--- config.mk ---
export PLATFORM = sky130hd
export DESIGN_NAME = iscr_regs
export DESIGN_NICKNAME = d
export VERILOG_FILES = /design/src/iscr_pkg.sv /design/src/iscr_regs.sv
export SDC_FILE = /design/constraint.sdc
export NUM_CORES = 1
export LEC_CHECK = 0
export BUFFER_PORTS_ARGS = -buffer_cell sky130_fd_sc_hd__buf_4
export CORE_MARGIN = 5
export CORE_UTILIZATION = 25
export DETAILED_ROUTE_END_ITERATION = 6
export PLACE_DENSITY = 0.46
export SYNTH_ARGS = -nofsm -noshare
export SYNTH_HDL_FRONTEND = slang
export SYNTH_SLANG_ARGS = --single-unit
--- constraint.sdc ---
create_clock -name clk_sys -period 3 [get_ports clk_sys]
set_input_delay 0.45 -clock clk_sys [delete_from_list [all_inputs] [get_ports clk_sys]]
set_output_delay 0.45 -clock clk_sys [all_outputs]
set_load 0.01 [all_outputs]
--- src/iscr_pkg.sv ---
package iscr_pkg;
	// printed offsets are register indices; byte address is four times the index
	localparam logic [7:0] IDX_EXC_GAIN   = 8'h00;
	localparam logic [7:0] IDX_AMP_GAIN   = 8'h01;
	localparam logic [7:0] IDX_DIG_CTRL   = 8'h03;
	localparam logic [7:0] IDX_COIL_STAT  = 8'h04;
	localparam logic [7:0] IDX_IRQ_STAT   = 8'h08;
	localparam logic [7:0] IDX_IRQ_CLR    = 8'h09;
	localparam logic [7:0] IDX_IRQ_EN     = 8'h0A;
	localparam logic [7:0] IDX_COARSE_SEL = 8'h10;
	// field positions
	localparam int BIT_EXTRP_DIS  = 15;
	localparam int BIT_COIL_START = 13;
	localparam int BIT_TURN_CLR   = 11;
	localparam int BIT_COIL_FLAG  = 13;
	localparam int AMP_COARSE_LSB = 8;
	localparam int AMP_FINE_LSB   = 0;
	// irq status bit positions
	localparam int IRQ_COIL_DONE  = 0;
	localparam int IRQ_COIL_OPEN  = 1;
	localparam int IRQ_GAIN_UPD   = 2;
	localparam int IRQ_W          = 3;
	localparam logic [15:0] RST_VAL = 16'h0000;
	// ahb-lite encodings
	localparam logic [1:0] HTRANS_NONSEQ = 2'b10;
	localparam logic [1:0] HTRANS_SEQ    = 2'b11;

	typedef enum {ISCR_IDLE, ISCR_BUSY} iscr_coil_st_t;

	// gain readbacks from the control loops
	typedef struct packed {
		logic       valid;
		logic [7:0] exc_drive;
		logic [5:0] coarse_gain;
		logic [5:0] fine_gain;
	} iscr_gain_t;

	// routing of one coarse rectifier
	typedef struct packed {
		logic [2:0] pos_pin;
		logic [2:0] neg_pin;
		logic       neg_dc;
	} iscr_route_t;

	typedef struct packed {
		logic                  dp_pend;
		logic                  dp_write;
		logic [7:0]            dp_idx;
		logic [31:0]           rdata;
		logic [7:0]            exc_drive_code;
		logic [5:0]            coarse_amp_gain_code;
		logic [5:0]            fine_amp_gain_code;
		logic                  angle_extrapolation_disable;
		logic                  coil_check_start;
		logic                  turn_clear_pulse;
		logic                  coil_unconnected_flag;
		logic [15:0]           coarse_sel;
		logic [IRQ_W-1:0]      irq_stat;
		logic [IRQ_W-1:0]      irq_en;
		iscr_coil_st_t         coil_st;
	} iscr_state_t;
endpackage

--- src/iscr_regs.sv ---
`timescale 1ns/1ps
`default_nettype none
// Contract
// - excitation drive code readable, loop-updated byte
// - drive code: top bits pick current range
// - amplifier gains readable, loop-updated
// - coarse gain 13:8, fine gain 5:0
// - gain code maps to ten times 1.189^code
// - bit 15 halts extrapolation during gain updates
// - bit 13 starts coil check, self-clears
// - bit 11 clears turn counter, self-clears
// - status bit 13 flags unconnected coil
// - coarse routing: eight two-bit selectors
// - equal selectors tie negative input to DC
// - selector picks pin 0-3 or 4-7
module iscr_regs
	import iscr_pkg::*;
(
	input  wire logic               clk_sys,
	input  wire logic               rst,
	input  wire logic               hsel,
	input  wire logic [31:0]        haddr,
	input  wire logic [1:0]         htrans,
	input  wire logic               hwrite,
	input  wire logic [2:0]         hsize,
	input  wire logic [31:0]        hwdata,
	input  wire logic               hready,
	output logic                    hreadyout,
	output logic                    hresp,
	output logic [31:0]             hrdata,
	input  wire iscr_gain_t         gain_upd,
	input  wire logic               gain_updating,
	input  wire logic               coil_check_done,
	input  wire logic               coil_check_open,
	input  wire logic               channel_select,
	output logic                    angle_extrapolation_disable,
	output logic                    extrapolation_hold,
	output logic                    coil_check_start,
	output logic                    coil_check_go,
	output logic                    turn_count_clear,
	output logic [7:0]              excitation_drive_code,
	output logic [1:0]              excitation_range,
	output logic [5:0]              excitation_step,
	output logic [5:0]              coarse_amp_gain_code,
	output logic [5:0]              fine_amp_gain_code,
	output wire iscr_route_t [3:0]  coarse_route,
	output logic                    irq
);
	iscr_state_t s_q;
	iscr_state_t s_d;
	logic        addr_ph;
	logic        wr_dp;
	logic [15:0] wd;

	// address phase accepted only when the bus is ready
	assign addr_ph = hsel && hready && (htrans == HTRANS_NONSEQ || htrans == HTRANS_SEQ);
	assign wr_dp   = s_q.dp_pend && s_q.dp_write;
	assign wd      = hwdata[15:0];

	// next-state: bus decode, self-clearing bits, gain capture, sticky events
	always_comb begin
		s_d = s_q;
		s_d.dp_pend = addr_ph;
		s_d.turn_clear_pulse = 1'b0;
		if (addr_ph) begin
			s_d.dp_write = hwrite;
			s_d.dp_idx   = haddr[9:2];
		end
		// control loops refresh the readbacks; software cannot write them
		if (gain_upd.valid) begin
			s_d.exc_drive_code       = gain_upd.exc_drive;
			s_d.coarse_amp_gain_code = gain_upd.coarse_gain;
			s_d.fine_amp_gain_code   = gain_upd.fine_gain;
		end
		// coil check machine: a restart write in the done cycle runs it again
		unique case (s_q.coil_st)
			ISCR_IDLE: begin
				if (s_q.coil_check_start) begin
					s_d.coil_st = ISCR_BUSY;
				end
			end
			ISCR_BUSY: begin
				if (coil_check_done) begin
					s_d.coil_st               = ISCR_IDLE;
					s_d.coil_check_start      = 1'b0;
					s_d.coil_unconnected_flag = coil_check_open;
				end
			end
		endcase
		if (wr_dp && s_q.dp_idx == IDX_DIG_CTRL) begin
			s_d.angle_extrapolation_disable = wd[BIT_EXTRP_DIS];
			if (wd[BIT_COIL_START]) begin
				s_d.coil_check_start = 1'b1;
			end
			s_d.turn_clear_pulse = wd[BIT_TURN_CLR];
		end
		if (wr_dp && s_q.dp_idx == IDX_COARSE_SEL) begin
			s_d.coarse_sel = wd;
		end
		if (wr_dp && s_q.dp_idx == IDX_IRQ_EN) begin
			s_d.irq_en = wd[IRQ_W-1:0];
		end
		if (wr_dp && s_q.dp_idx == IDX_IRQ_CLR) begin
			s_d.irq_stat = s_q.irq_stat & ~wd[IRQ_W-1:0];
		end
		// events set after the clear so a same-cycle event survives
		if (s_q.coil_st == ISCR_BUSY && coil_check_done) begin
			s_d.irq_stat[IRQ_COIL_DONE] = 1'b1;
			if (coil_check_open) begin
				s_d.irq_stat[IRQ_COIL_OPEN] = 1'b1;
			end
		end
		if (gain_upd.valid) begin
			s_d.irq_stat[IRQ_GAIN_UPD] = 1'b1;
		end
		// read data from next-state values, so a write just ahead is already seen
		if (addr_ph && !hwrite) begin
			unique case (haddr[9:2])
				IDX_EXC_GAIN:   s_d.rdata = {24'h00_0000, s_d.exc_drive_code};
				IDX_AMP_GAIN:   s_d.rdata = {18'h0_0000, s_d.coarse_amp_gain_code,
					2'b00, s_d.fine_amp_gain_code};
				IDX_DIG_CTRL:   s_d.rdata = {16'h0000,
					s_d.angle_extrapolation_disable, 1'b0, s_d.coil_check_start, 1'b0,
					s_d.turn_clear_pulse, 11'h000};
				IDX_COIL_STAT:  s_d.rdata = {16'h0000, 2'b00, s_d.coil_unconnected_flag,
					13'h0000};
				IDX_IRQ_STAT:   s_d.rdata = {29'h0000_0000, s_d.irq_stat};
				IDX_IRQ_EN:     s_d.rdata = {29'h0000_0000, s_d.irq_en};
				IDX_COARSE_SEL: s_d.rdata = {16'h0000, s_d.coarse_sel};
				default:        s_d.rdata = 32'h0000_0000;
			endcase
		end
	end

	always_ff @(posedge clk_sys or posedge rst) begin
		if (rst) begin
			s_q <= '{coil_st: ISCR_IDLE, default: '0};
		end else begin
			s_q <= s_d;
		end
	end

	// bus answers: never waits, always okay
	assign hreadyout = 1'b1;
	assign hresp     = 1'b0;
	assign hrdata    = s_q.rdata;

	assign angle_extrapolation_disable = s_q.angle_extrapolation_disable;
	// hold only while an update is under way and the feature is asked for
	assign extrapolation_hold = s_q.angle_extrapolation_disable && gain_updating;
	assign coil_check_start   = s_q.coil_check_start;
	assign coil_check_go      = s_q.coil_st == ISCR_BUSY;
	assign turn_count_clear   = s_q.turn_clear_pulse;
	assign excitation_drive_code = s_q.exc_drive_code;
	// range index and step n feed the current dac: range base + step*n
	assign excitation_range   = s_q.exc_drive_code[7:6];
	assign excitation_step    = s_q.exc_drive_code[5:0];
	// analog gain is 10*1.189^code; the code goes to the amp ladder unchanged
	assign coarse_amp_gain_code = s_q.coarse_amp_gain_code;
	assign fine_amp_gain_code   = s_q.fine_amp_gain_code;
	assign irq = |(s_q.irq_stat & s_q.irq_en);

	// per-rectifier pin decode: channel select adds four to the pin number
	generate
		for (genvar r = 0; r < 4; r++) begin : g_rect
			logic [1:0] pos_sel;
			logic [1:0] neg_sel;
			assign pos_sel = s_q.coarse_sel[4*r+3 -: 2];
			assign neg_sel = s_q.coarse_sel[4*r+1 -: 2];
			assign coarse_route[r].pos_pin = {channel_select, pos_sel};
			assign coarse_route[r].neg_pin = {channel_select, neg_sel};
			assign coarse_route[r].neg_dc  = pos_sel == neg_sel;
		end
	endgenerate

	// checks
	property p_turn_clear;
		@(posedge clk_sys) disable iff (rst)
		(wr_dp && s_q.dp_idx == IDX_DIG_CTRL && wd[BIT_TURN_CLR])
			|=> turn_count_clear ##1 !turn_count_clear;
	endproperty
	a_turn_clear: assert property (p_turn_clear) else $error("turn clear not one pulse");

	property p_coil_start;
		@(posedge clk_sys) disable iff (rst)
		(wr_dp && s_q.dp_idx == IDX_DIG_CTRL && wd[BIT_COIL_START] && !coil_check_go)
			|=> coil_check_start ##1 coil_check_go;
	endproperty
	a_coil_start: assert property (p_coil_start) else $error("coil check did not start");

	property p_coil_done;
		@(posedge clk_sys) disable iff (rst)
		(coil_check_go && coil_check_done && !(wr_dp && s_q.dp_idx == IDX_DIG_CTRL
			&& wd[BIT_COIL_START])) |=> !coil_check_start && !coil_check_go;
	endproperty
	a_coil_done: assert property (p_coil_done) else $error("run bit not cleared");

	property p_flag;
		@(posedge clk_sys) disable iff (rst)
		(coil_check_go && coil_check_done) |=> s_q.coil_unconnected_flag == $past(coil_check_open);
	endproperty
	a_flag: assert property (p_flag) else $error("open coil flag wrong");

	property p_neg_dc;
		@(posedge clk_sys) disable iff (rst)
		(s_q.coarse_sel[15:14] == s_q.coarse_sel[13:12]) |-> coarse_route[3].neg_dc;
	endproperty
	a_neg_dc: assert property (p_neg_dc) else $error("dc tie missing");

	property p_route;
		@(posedge clk_sys) disable iff (rst)
		channel_select |-> coarse_route[0].pos_pin == {1'b1, s_q.coarse_sel[3:2]};
	endproperty
	a_route: assert property (p_route) else $error("pin decode wrong");

	property p_gain;
		@(posedge clk_sys) disable iff (rst)
		gain_upd.valid |=> excitation_drive_code == $past(gain_upd.exc_drive)
			&& coarse_amp_gain_code == $past(gain_upd.coarse_gain);
	endproperty
	a_gain: assert property (p_gain) else $error("gain readback stale");

	property p_amp_rd;
		@(posedge clk_sys) disable iff (rst)
		(addr_ph && !hwrite && haddr[9:2] == IDX_AMP_GAIN)
			|=> hrdata[31:14] == 18'h0_0000 && hrdata[7:6] == 2'b00;
	endproperty
	a_amp_rd: assert property (p_amp_rd) else $error("reserved bits nonzero");

	property p_hold;
		@(posedge clk_sys) disable iff (rst)
		(gain_updating && !angle_extrapolation_disable) |-> !extrapolation_hold;
	endproperty
	a_hold: assert property (p_hold) else $error("hold without enable");

	// read answers: reserved bits zero, fields match the registers they show
	property p_exc_rd;
		@(posedge clk_sys) disable iff (rst)
		(addr_ph && !hwrite && haddr[9:2] == IDX_EXC_GAIN)
			|=> hrdata == {24'h00_0000, excitation_drive_code};
	endproperty
	a_exc_rd: assert property (p_exc_rd) else $error("drive code read wrong");

	property p_amp_val;
		@(posedge clk_sys) disable iff (rst)
		(addr_ph && !hwrite && haddr[9:2] == IDX_AMP_GAIN)
			|=> hrdata[13:8] == coarse_amp_gain_code
			&& hrdata[5:0] == fine_amp_gain_code;
	endproperty
	a_amp_val: assert property (p_amp_val) else $error("gain fields misplaced");

	property p_ctrl_rd;
		@(posedge clk_sys) disable iff (rst)
		(addr_ph && !hwrite && haddr[9:2] == IDX_DIG_CTRL)
			|=> hrdata == {16'h0000, angle_extrapolation_disable, 1'b0, coil_check_start,
				1'b0, turn_count_clear, 11'h000};
	endproperty
	a_ctrl_rd: assert property (p_ctrl_rd) else $error("control read wrong");

	property p_stat_rd;
		@(posedge clk_sys) disable iff (rst)
		(addr_ph && !hwrite && haddr[9:2] == IDX_COIL_STAT)
			|=> hrdata == {18'h0_0000, s_q.coil_unconnected_flag, 13'h0000};
	endproperty
	a_stat_rd: assert property (p_stat_rd) else $error("status read wrong");

	property p_sel_rd;
		@(posedge clk_sys) disable iff (rst)
		(addr_ph && !hwrite && haddr[9:2] == IDX_COARSE_SEL)
			|=> hrdata == {16'h0000, s_q.coarse_sel};
	endproperty
	a_sel_rd: assert property (p_sel_rd) else $error("routing read wrong");

	// writes: routing keeps only the low half, the read-only drive code keeps its value
	property p_sel_wr;
		@(posedge clk_sys) disable iff (rst)
		(wr_dp && s_q.dp_idx == IDX_COARSE_SEL) |=> s_q.coarse_sel == $past(wd);
	endproperty
	a_sel_wr: assert property (p_sel_wr) else $error("routing write lost");

	property p_ro_wr;
		@(posedge clk_sys) disable iff (rst)
		(wr_dp && s_q.dp_idx == IDX_EXC_GAIN && !gain_upd.valid)
			|=> $stable(excitation_drive_code);
	endproperty
	a_ro_wr: assert property (p_ro_wr) else $error("read-only code written");

	property p_start_hold;
		@(posedge clk_sys) disable iff (rst)
		(coil_check_go && !coil_check_done) |=> coil_check_start;
	endproperty
	a_start_hold: assert property (p_start_hold) else $error("run bit dropped early");

	// completion event is sticky even against a clear in the same cycle
	property p_irq_set;
		@(posedge clk_sys) disable iff (rst)
		(coil_check_go && coil_check_done) |=> s_q.irq_stat[IRQ_COIL_DONE];
	endproperty
	a_irq_set: assert property (p_irq_set) else $error("done event not latched");

	property p_route_neg;
		@(posedge clk_sys) disable iff (rst)
		!channel_select |-> coarse_route[2].neg_pin == {1'b0, s_q.coarse_sel[9:8]};
	endproperty
	a_route_neg: assert property (p_route_neg) else $error("negative pin decode wrong");

	c_coil_run: cover property (@(posedge clk_sys) disable iff (rst)
		coil_check_go && coil_check_done && coil_check_open);
	c_turn: cover property (@(posedge clk_sys) disable iff (rst) turn_count_clear);
	c_irq: cover property (@(posedge clk_sys) disable iff (rst) irq);
endmodule
`default_nettype wire

==> results of run 1 <==
## per-stage QoR
stage	power [uW]	hold slack, ps
6_report	2580	189
5_1_grt	2700	212
4_1_cts	2620	196
3_5_place_dp	1510	465
3_3_place_gp	1500	456
2_1_floorplan	1400	438
## cell usage after synthesis (all sizes together) (2+ instances only)
master / n
xor2: 8
or3: 2
nor2: 5
dfrtp: 73
a221oi: 4
a22oi: 14
o21ai: 2
nand3b: 2
a2bb2oi: 2
conb: 2
nand4b: 3
a21o: 5
nand2b: 2
clkbuf: 6
nand3: 2
nor3: 3
buf: 88
o211a: 3
or3b: 2
a22o: 5
a222oi: 2
mux2i: 4
nand2: 28
or2: 2
a21oi: 3
nand4: 4
mux2: 45
nor4: 6
inv: 11
## how the worst max path moves through the flow
stage,end,from,slack [ps],cells after the start
finish,hrdata[13]$_DFFE_PP0P_,s_q[111]$_DFFE_PP0P_,710,6
global route,hrdata[0]$_DFFE_PP0P_,s_q[111]$_DFFE_PP0P_,580,5
CTS,hrdata[5]$_DFFE_PP0P_,s_q[111]$_DFFE_PP0P_,700,6
detailed placement,hrdata[0]$_DFFE_PP0P_,haddr[7],640,6
global placement,hrdata[5]$_DFFE_PP0P_,s_q[112]$_DFFE_PP0P_,660,6
floorplan,angle_extrapolation_disable$_DFF_PP0_,rst,700,1
## flip-flops by register name, summed over array words and instances (netlist names)
name and count:
hrdata 16, coarse_amp_gain_code 6, turn_count_clear 1, coil_check_start 1, fine_amp_gain_code 6, coarse_route 16, angle_extrapolation_disable 1, excitation_drive_code 8
s_q 18
## power by group
part           switching, uW  internal, uW  total (uW)
combinational            169           195         364
clock                    412           682        1090
sequential              57.1          1060        1120
## layer usage
| metal | global-route usage | vias to the layer above |
|---|---|---|
| li1 | - | 1250 |
| met1 | 0.147 | 1311 |
| met2 | 0.173 | 112 |
| met3 | 0.0513 | 15 |
| met4 | 0.0403 | 0 |
| met5 | 0 | - |
## kinds of logic after synthesis
logic type,Yosys count
multiplexers,49
AND/OR/NAND/NOR,70
other,2
XOR/XNOR,8
flip-flops,73
buffers and inverters,105
AO/OA/AOI/OAI,42
## worst max-delay path, cell delays in order, from the launching register on
cell      delay [ps]
dfrtp_1          420
nor4_2           500
nand4b_2         390
buf_4            330
mux2_2           320
nand2b_1          80
a32oi_1           90
## final cells by class
class,count,area (um2),share of cell area
clock buffer,12,256,0.0529
clock inverter,3,40.0,0.00826
inverter,11,42.5,0.00878
multi-input combinational,187,1440,0.298
sequential,73,1830,0.377
tap,211,264,0.0545
timing repair buffer,128,973,0.201
## cells in the final DEF (no fill, tap or decap), types with 4 or more instances in the layout
cell,n
a21o_1,5
a221oi_1,4
a22o_1,5
a22oi_1,14
buf_4,127
clkbuf_16,9
conb_1,18
dfrtp_1,73
inv_1,9
mux2_1,8
mux2_2,37
mux2i_1,4
nand2_1,28
nand4_1,4
nor2_1,5
nor4_1,4
xor2_1,8
==> flow_metrics.tcl, run 1 <==
set metrics [dict create \
    outcome "finished, final reports clean" \
    tightest_slew_ps 688 \
    htree_levels 3 \
    fmax_mhz 437 \
    core.rowCount 45 \
    dp_hpwl_mm 7.79 \
    rsz0062_at_grt "false" \
    grt_util_all_layers 0.115 \
    final_max_slew_viol_count 0 \
    cts_tree "done" \
    synth_top_cell_by_area "dfrtp_1" \
    grt_overflow 0 \
    first_pass_iters 4 \
    drtAntennaViolNets 0 \
    post_cts_buffers 0 \
    reg2regPathDepth 6 \
    utilization 0.316 \
    drc 0 \
    start_kind "flop" \
    postCtsHoldBufs 0 \
    place_area_mm2 0.00455 \
    avgViaCountPerCell 4.30 \
    ys_ff_latch 73 \
    dp_cells 610 \
    reg2reg_slack_ps 710 \
    die_area_mm2 0.0183 \
    synth_warnings 0 \
    preCtsSetupSlack_ps 638 \
    cp_max_fo 11 \
    numCtsBuffers 9 \
    synthXorXnorAreaFrac 0.0178 \
    grt_antenna_before_repair 0 \
    cp_data_required_time_ps 3200 \
    cts_buffer_depth 2 \
    wl_met2_mm 4.73 \
    period_share 0.763 \
    fillers 1597 \
    initial_core_util 0.257 \
    yosys-top-cells-area "dfrtp_1 46%, buf_4 16%, mux2_2 11%" \
    worst_slack_ps 712 \
    clockRootBuffer "clkbuf_16" \
    maxSlewHeadroom 0.537 \
    cp_data_arrival_time_ps 2490 \
    pwr_density_cell_mw_per_mm2 532 \
    fin_crit_ps 2290 \
    final_cell_count_no_fill 625 \
    ir_drop_mv 0.279 \
    hold_viol 0 \
    synth.distinct_cells 50 \
    finClkSkew_ps 6.66 \
    regToRegStartpoint "s_q[111]$_DFFE_PP0P_" \
    port_buffers 123 \
    synth_top_area_share 0.464 \
    cts.repair.resized 0 \
    ys.flop_type "dfrtp_1" \
    synth_top_family_by_area "buffers and inverters" \
    final_nets 509 \
    n_antenna_cell 0 \
    die_w_um 135 \
    wl_met3_mm 1.00 \
    grt_max_degree 74 \
    synthSimpleGateAreaFrac 0.105 \
    tns_ps 0 \
    numClockSinks 73 \
    power_leakage_uw 0.00226 \
    die_h_um 135 \
    grt_pass1_vias 2798 \
    clkLatencyLatePin_ps 340 \
    ios 195 \
    globalplace.congestion 0.798 \
    routed_wl_mm 10.4 \
    areaGrowthSynthToFinish_pct 23.2 \
    setup_viol 0 \
    async_reset_ff_frac 1.00 \
    num_vias 2688 \
    worstSetupPathType "reg2reg" \
    syn-cell-area_mm2 0.00393 \
    synth-compound-area-share 0.0872 \
    synth-edff-count 0 \
    synthMuxAreaShare 0.139 \
    drive_above_1_share 0.461 \
    avgSynthCellArea_um2 11.3 \
    grt_pass1_wl_mm 16.0 \
    final_area_mm2 0.00484 \
    r2r_end "hrdata[13]$_DFFE_PP0P_" \
    hold_path.class "in2async" \
    fp.coreArea_mm2 0.0153 \
    drtIter0Drc 165 \
    synth_cells 349 \
    clk_pin_slew_ps 50 \
    drv_cap 0 \
    post_drt_wl_per_cell_um 16.6 \
    yosys.area_share.adder 0 \
    ys_seq_area_frac 0.464 \
    top_layer "met4" \
    cp-end-kind "flop" \
    met1_length_mm 4.52 \
]
Note: power is estimated with default switching activity, not from simulation.
==> run 2, diff against run 1 <==
==> constraint.sdc (replaced) <==
create_clock -name clk_sys -period 2.2 [get_ports clk_sys]
set_input_delay 0.33 -clock clk_sys [delete_from_list [all_inputs] [get_ports clk_sys]]
set_output_delay 0.33 -clock clk_sys [all_outputs]
set_load 0.01 [all_outputs]
==> run 2 against run 1 <==
- wire length fell by 0.70%
- non-clock buffer count rose by 9
- design area rose by 1.9%
- maximum frequency rose by 14%
- critical path type unchanged
- largest power group is now the clock network
==> flow_metrics.tcl, run 2 (synthesis results as in run 1) <==
set metrics [dict create \
    outcome "finished, final reports clean" \
    maxSlewHeadroom 0.639 \
    hold_viol 0 \
    dp_hpwl_mm 7.79 \
    port_buffers 123 \
    grt_util_all_layers 0.114 \
    drtAntennaViolNets 0 \
    areaGrowthSynthToFinish_pct 25.5 \
    grt_pass1_vias 2791 \
    post_cts_buffers 0 \
    multi_input_area_mm2 0.00144 \
    clk_pin_slew_ps 60 \
    period_share 0.915 \
    n_antenna_cell 0 \
    regMostFlops "s_q" \
    tns_ps 0 \
    met1_length_mm 4.57 \
    grt_max_degree 74 \
    cts_buffer_depth 2 \
    die_h_um 135 \
    layout_commonest_cell "buf_4" \
    tightest_slew_ps 542 \
    clockRootBuffer "clkbuf_16" \
    start_kind "flop" \
    grt_overflow 0 \
    power_leakage_uw 0.00231 \
    globalplace.congestion 0.816 \
    drv_cap 0 \
    preCtsSetupSlack_ps 148 \
    clkLatencyLatePin_ps 340 \
    postCtsHoldBufs 0 \
    slowest_stage "dfrtp_1" \
    drtIter0Drc 138 \
    post_drt_wl_per_cell_um 16.3 \
    worstPathCellList "nor4bb_1 -> buf_4 -> nand4b_2 -> buf_4 -> mux2_2 -> nand2b_1 -> a32oi_1" \
    r2r_end "hrdata[13]$_DFFE_PP0P_" \
    layout_common_cells "136 x buf_4, 73 x dfrtp_1, 37 x mux2_2" \
    rsz0062_at_grt "false" \
    hold_path.class "in2async" \
    reg2regPathDepth 7 \
    wl_met2_mm 4.73 \
    fmax_mhz 497 \
    critPathTopFamily "simple AND/OR/NAND/NOR gates" \
    cp_data_required_time_ps 2400 \
    grt_pass1_wl_mm 15.8 \
    cp-end-kind "flop" \
    regToRegStartpoint "s_q[112]$_DFFE_PP0P_" \
    numCtsBuffers 9 \
    numClockSinks 73 \
    setup_viol 0 \
    fp.coreArea_mm2 0.0153 \
    worst_path_largest_cell_delay_ps 380 \
    avgViaCountPerCell 4.16 \
    die_w_um 135 \
    fin_crit_ps 2010 \
    worstSetupPathType "reg2reg" \
    cts.repair.resized 0 \
    htree_levels 3 \
    cp_data_arrival_time_ps 2220 \
    fillers 1587 \
    die_area_mm2 0.0183 \
    wl_met3_um 877 \
    drive_above_1_share 0.476 \
    top_layer "met4" \
    final_max_slew_viol_count 0 \
    largest_reg_flops 18 \
    num_vias 2640 \
    routed_wl_mm 10.3 \
    finClkSkew_ps 4.31 \
    ir_drop_mv 0.319 \
    final_nets 518 \
    cp_max_fo 11 \
    cpMostUsedCell "buf_4" \
    cts_tree "done" \
    drc 0 \
    grt_antenna_before_repair 0 \
    first_pass_iters 4 \
    initial_core_util 0.257 \
    regArea_mm2 0.00183 \
    reg2reg_slack_ps 190 \
    crit_buf_inv 2 \
    worst_slack_ps 186 \
    core.rowCount 45 \
    pwr_density_cell_mw_per_mm2 732 \
    ios 195 \
]
-- run 2: cell count changes in the layout (fill, tap and decap cells not counted), sizes merged --
cell,delta
bufinv,+1
clkinvlp,+1
buf,+9
clkbuf,-3
clkinv,+2
-- run 2: how the worst max path moves through the flow --
stage,end,cells past startpoint,startpoint
2_1_floorplan,angle_extrapolation_disable$_DFF_PP0_,1,rst
3_3_place_gp,hrdata[5]$_DFFE_PP0P_,7,s_q[112]$_DFFE_PP0P_
3_5_place_dp,hrdata[5]$_DFFE_PP0P_,7,s_q[112]$_DFFE_PP0P_
4_1_cts,hrdata[5]$_DFFE_PP0P_,7,s_q[112]$_DFFE_PP0P_
5_1_grt,hrdata[5]$_DFFE_PP0P_,7,s_q[112]$_DFFE_PP0P_
6_report,hrdata[13]$_DFFE_PP0P_,7,s_q[112]$_DFFE_PP0P_
-- run 2: area by class of cell --
class                      count  area share
timing repair buffer         137       0.211
sequential                    73       0.370
multi-input combinational    187       0.292
inverter                      11     0.00862
tap                          211      0.0535
clock buffer                   9      0.0456
clock inverter                 7      0.0193
-- run 2: power by group --
part	total [uW]	leakage (uW)	internal (uW)	switching [uW]
Combinational	501	0.00126	271	231
Sequential	1530	0.000893	1450	78.2
Clock	1590	0.000155	992	595
-- run 2: worst register-to-register path: cells and delay by family (launching register included) --
| kind | cells | cell delay [ps] |
|---|---|---|
| flip-flops | 1 | 380 |
| buffers and inverters | 2 | 480 |
| multiplexers | 1 | 310 |
| AO/OA/AOI/OAI | 1 | 100 |
| AND/OR/NAND/NOR | 3 | 620 |
-- run 2: metrics by stage --
stage                     hold WS, ps  utilization  total power [uW]  std cells  cell area [um2]
final                            55.8        0.322              3610        635             4940
after global routing             93.1        0.322              3800        635             4940
after CTS                        78.5        0.322              3680        635             4940
after detailed placement          454        0.301              2060        619             4620
after global placement            449        0.301              2050        619             4620
after floorplan                   423            -              1900        365             3990
-- run 2: routing by layer --
metal / vias up / global-route usage
li1: 1264 / -
met1: 1265 / 0.141
met2: 99 / 0.180
met3: 12 / 0.0498
met4: 0 / 0.0342
met5: - / 0
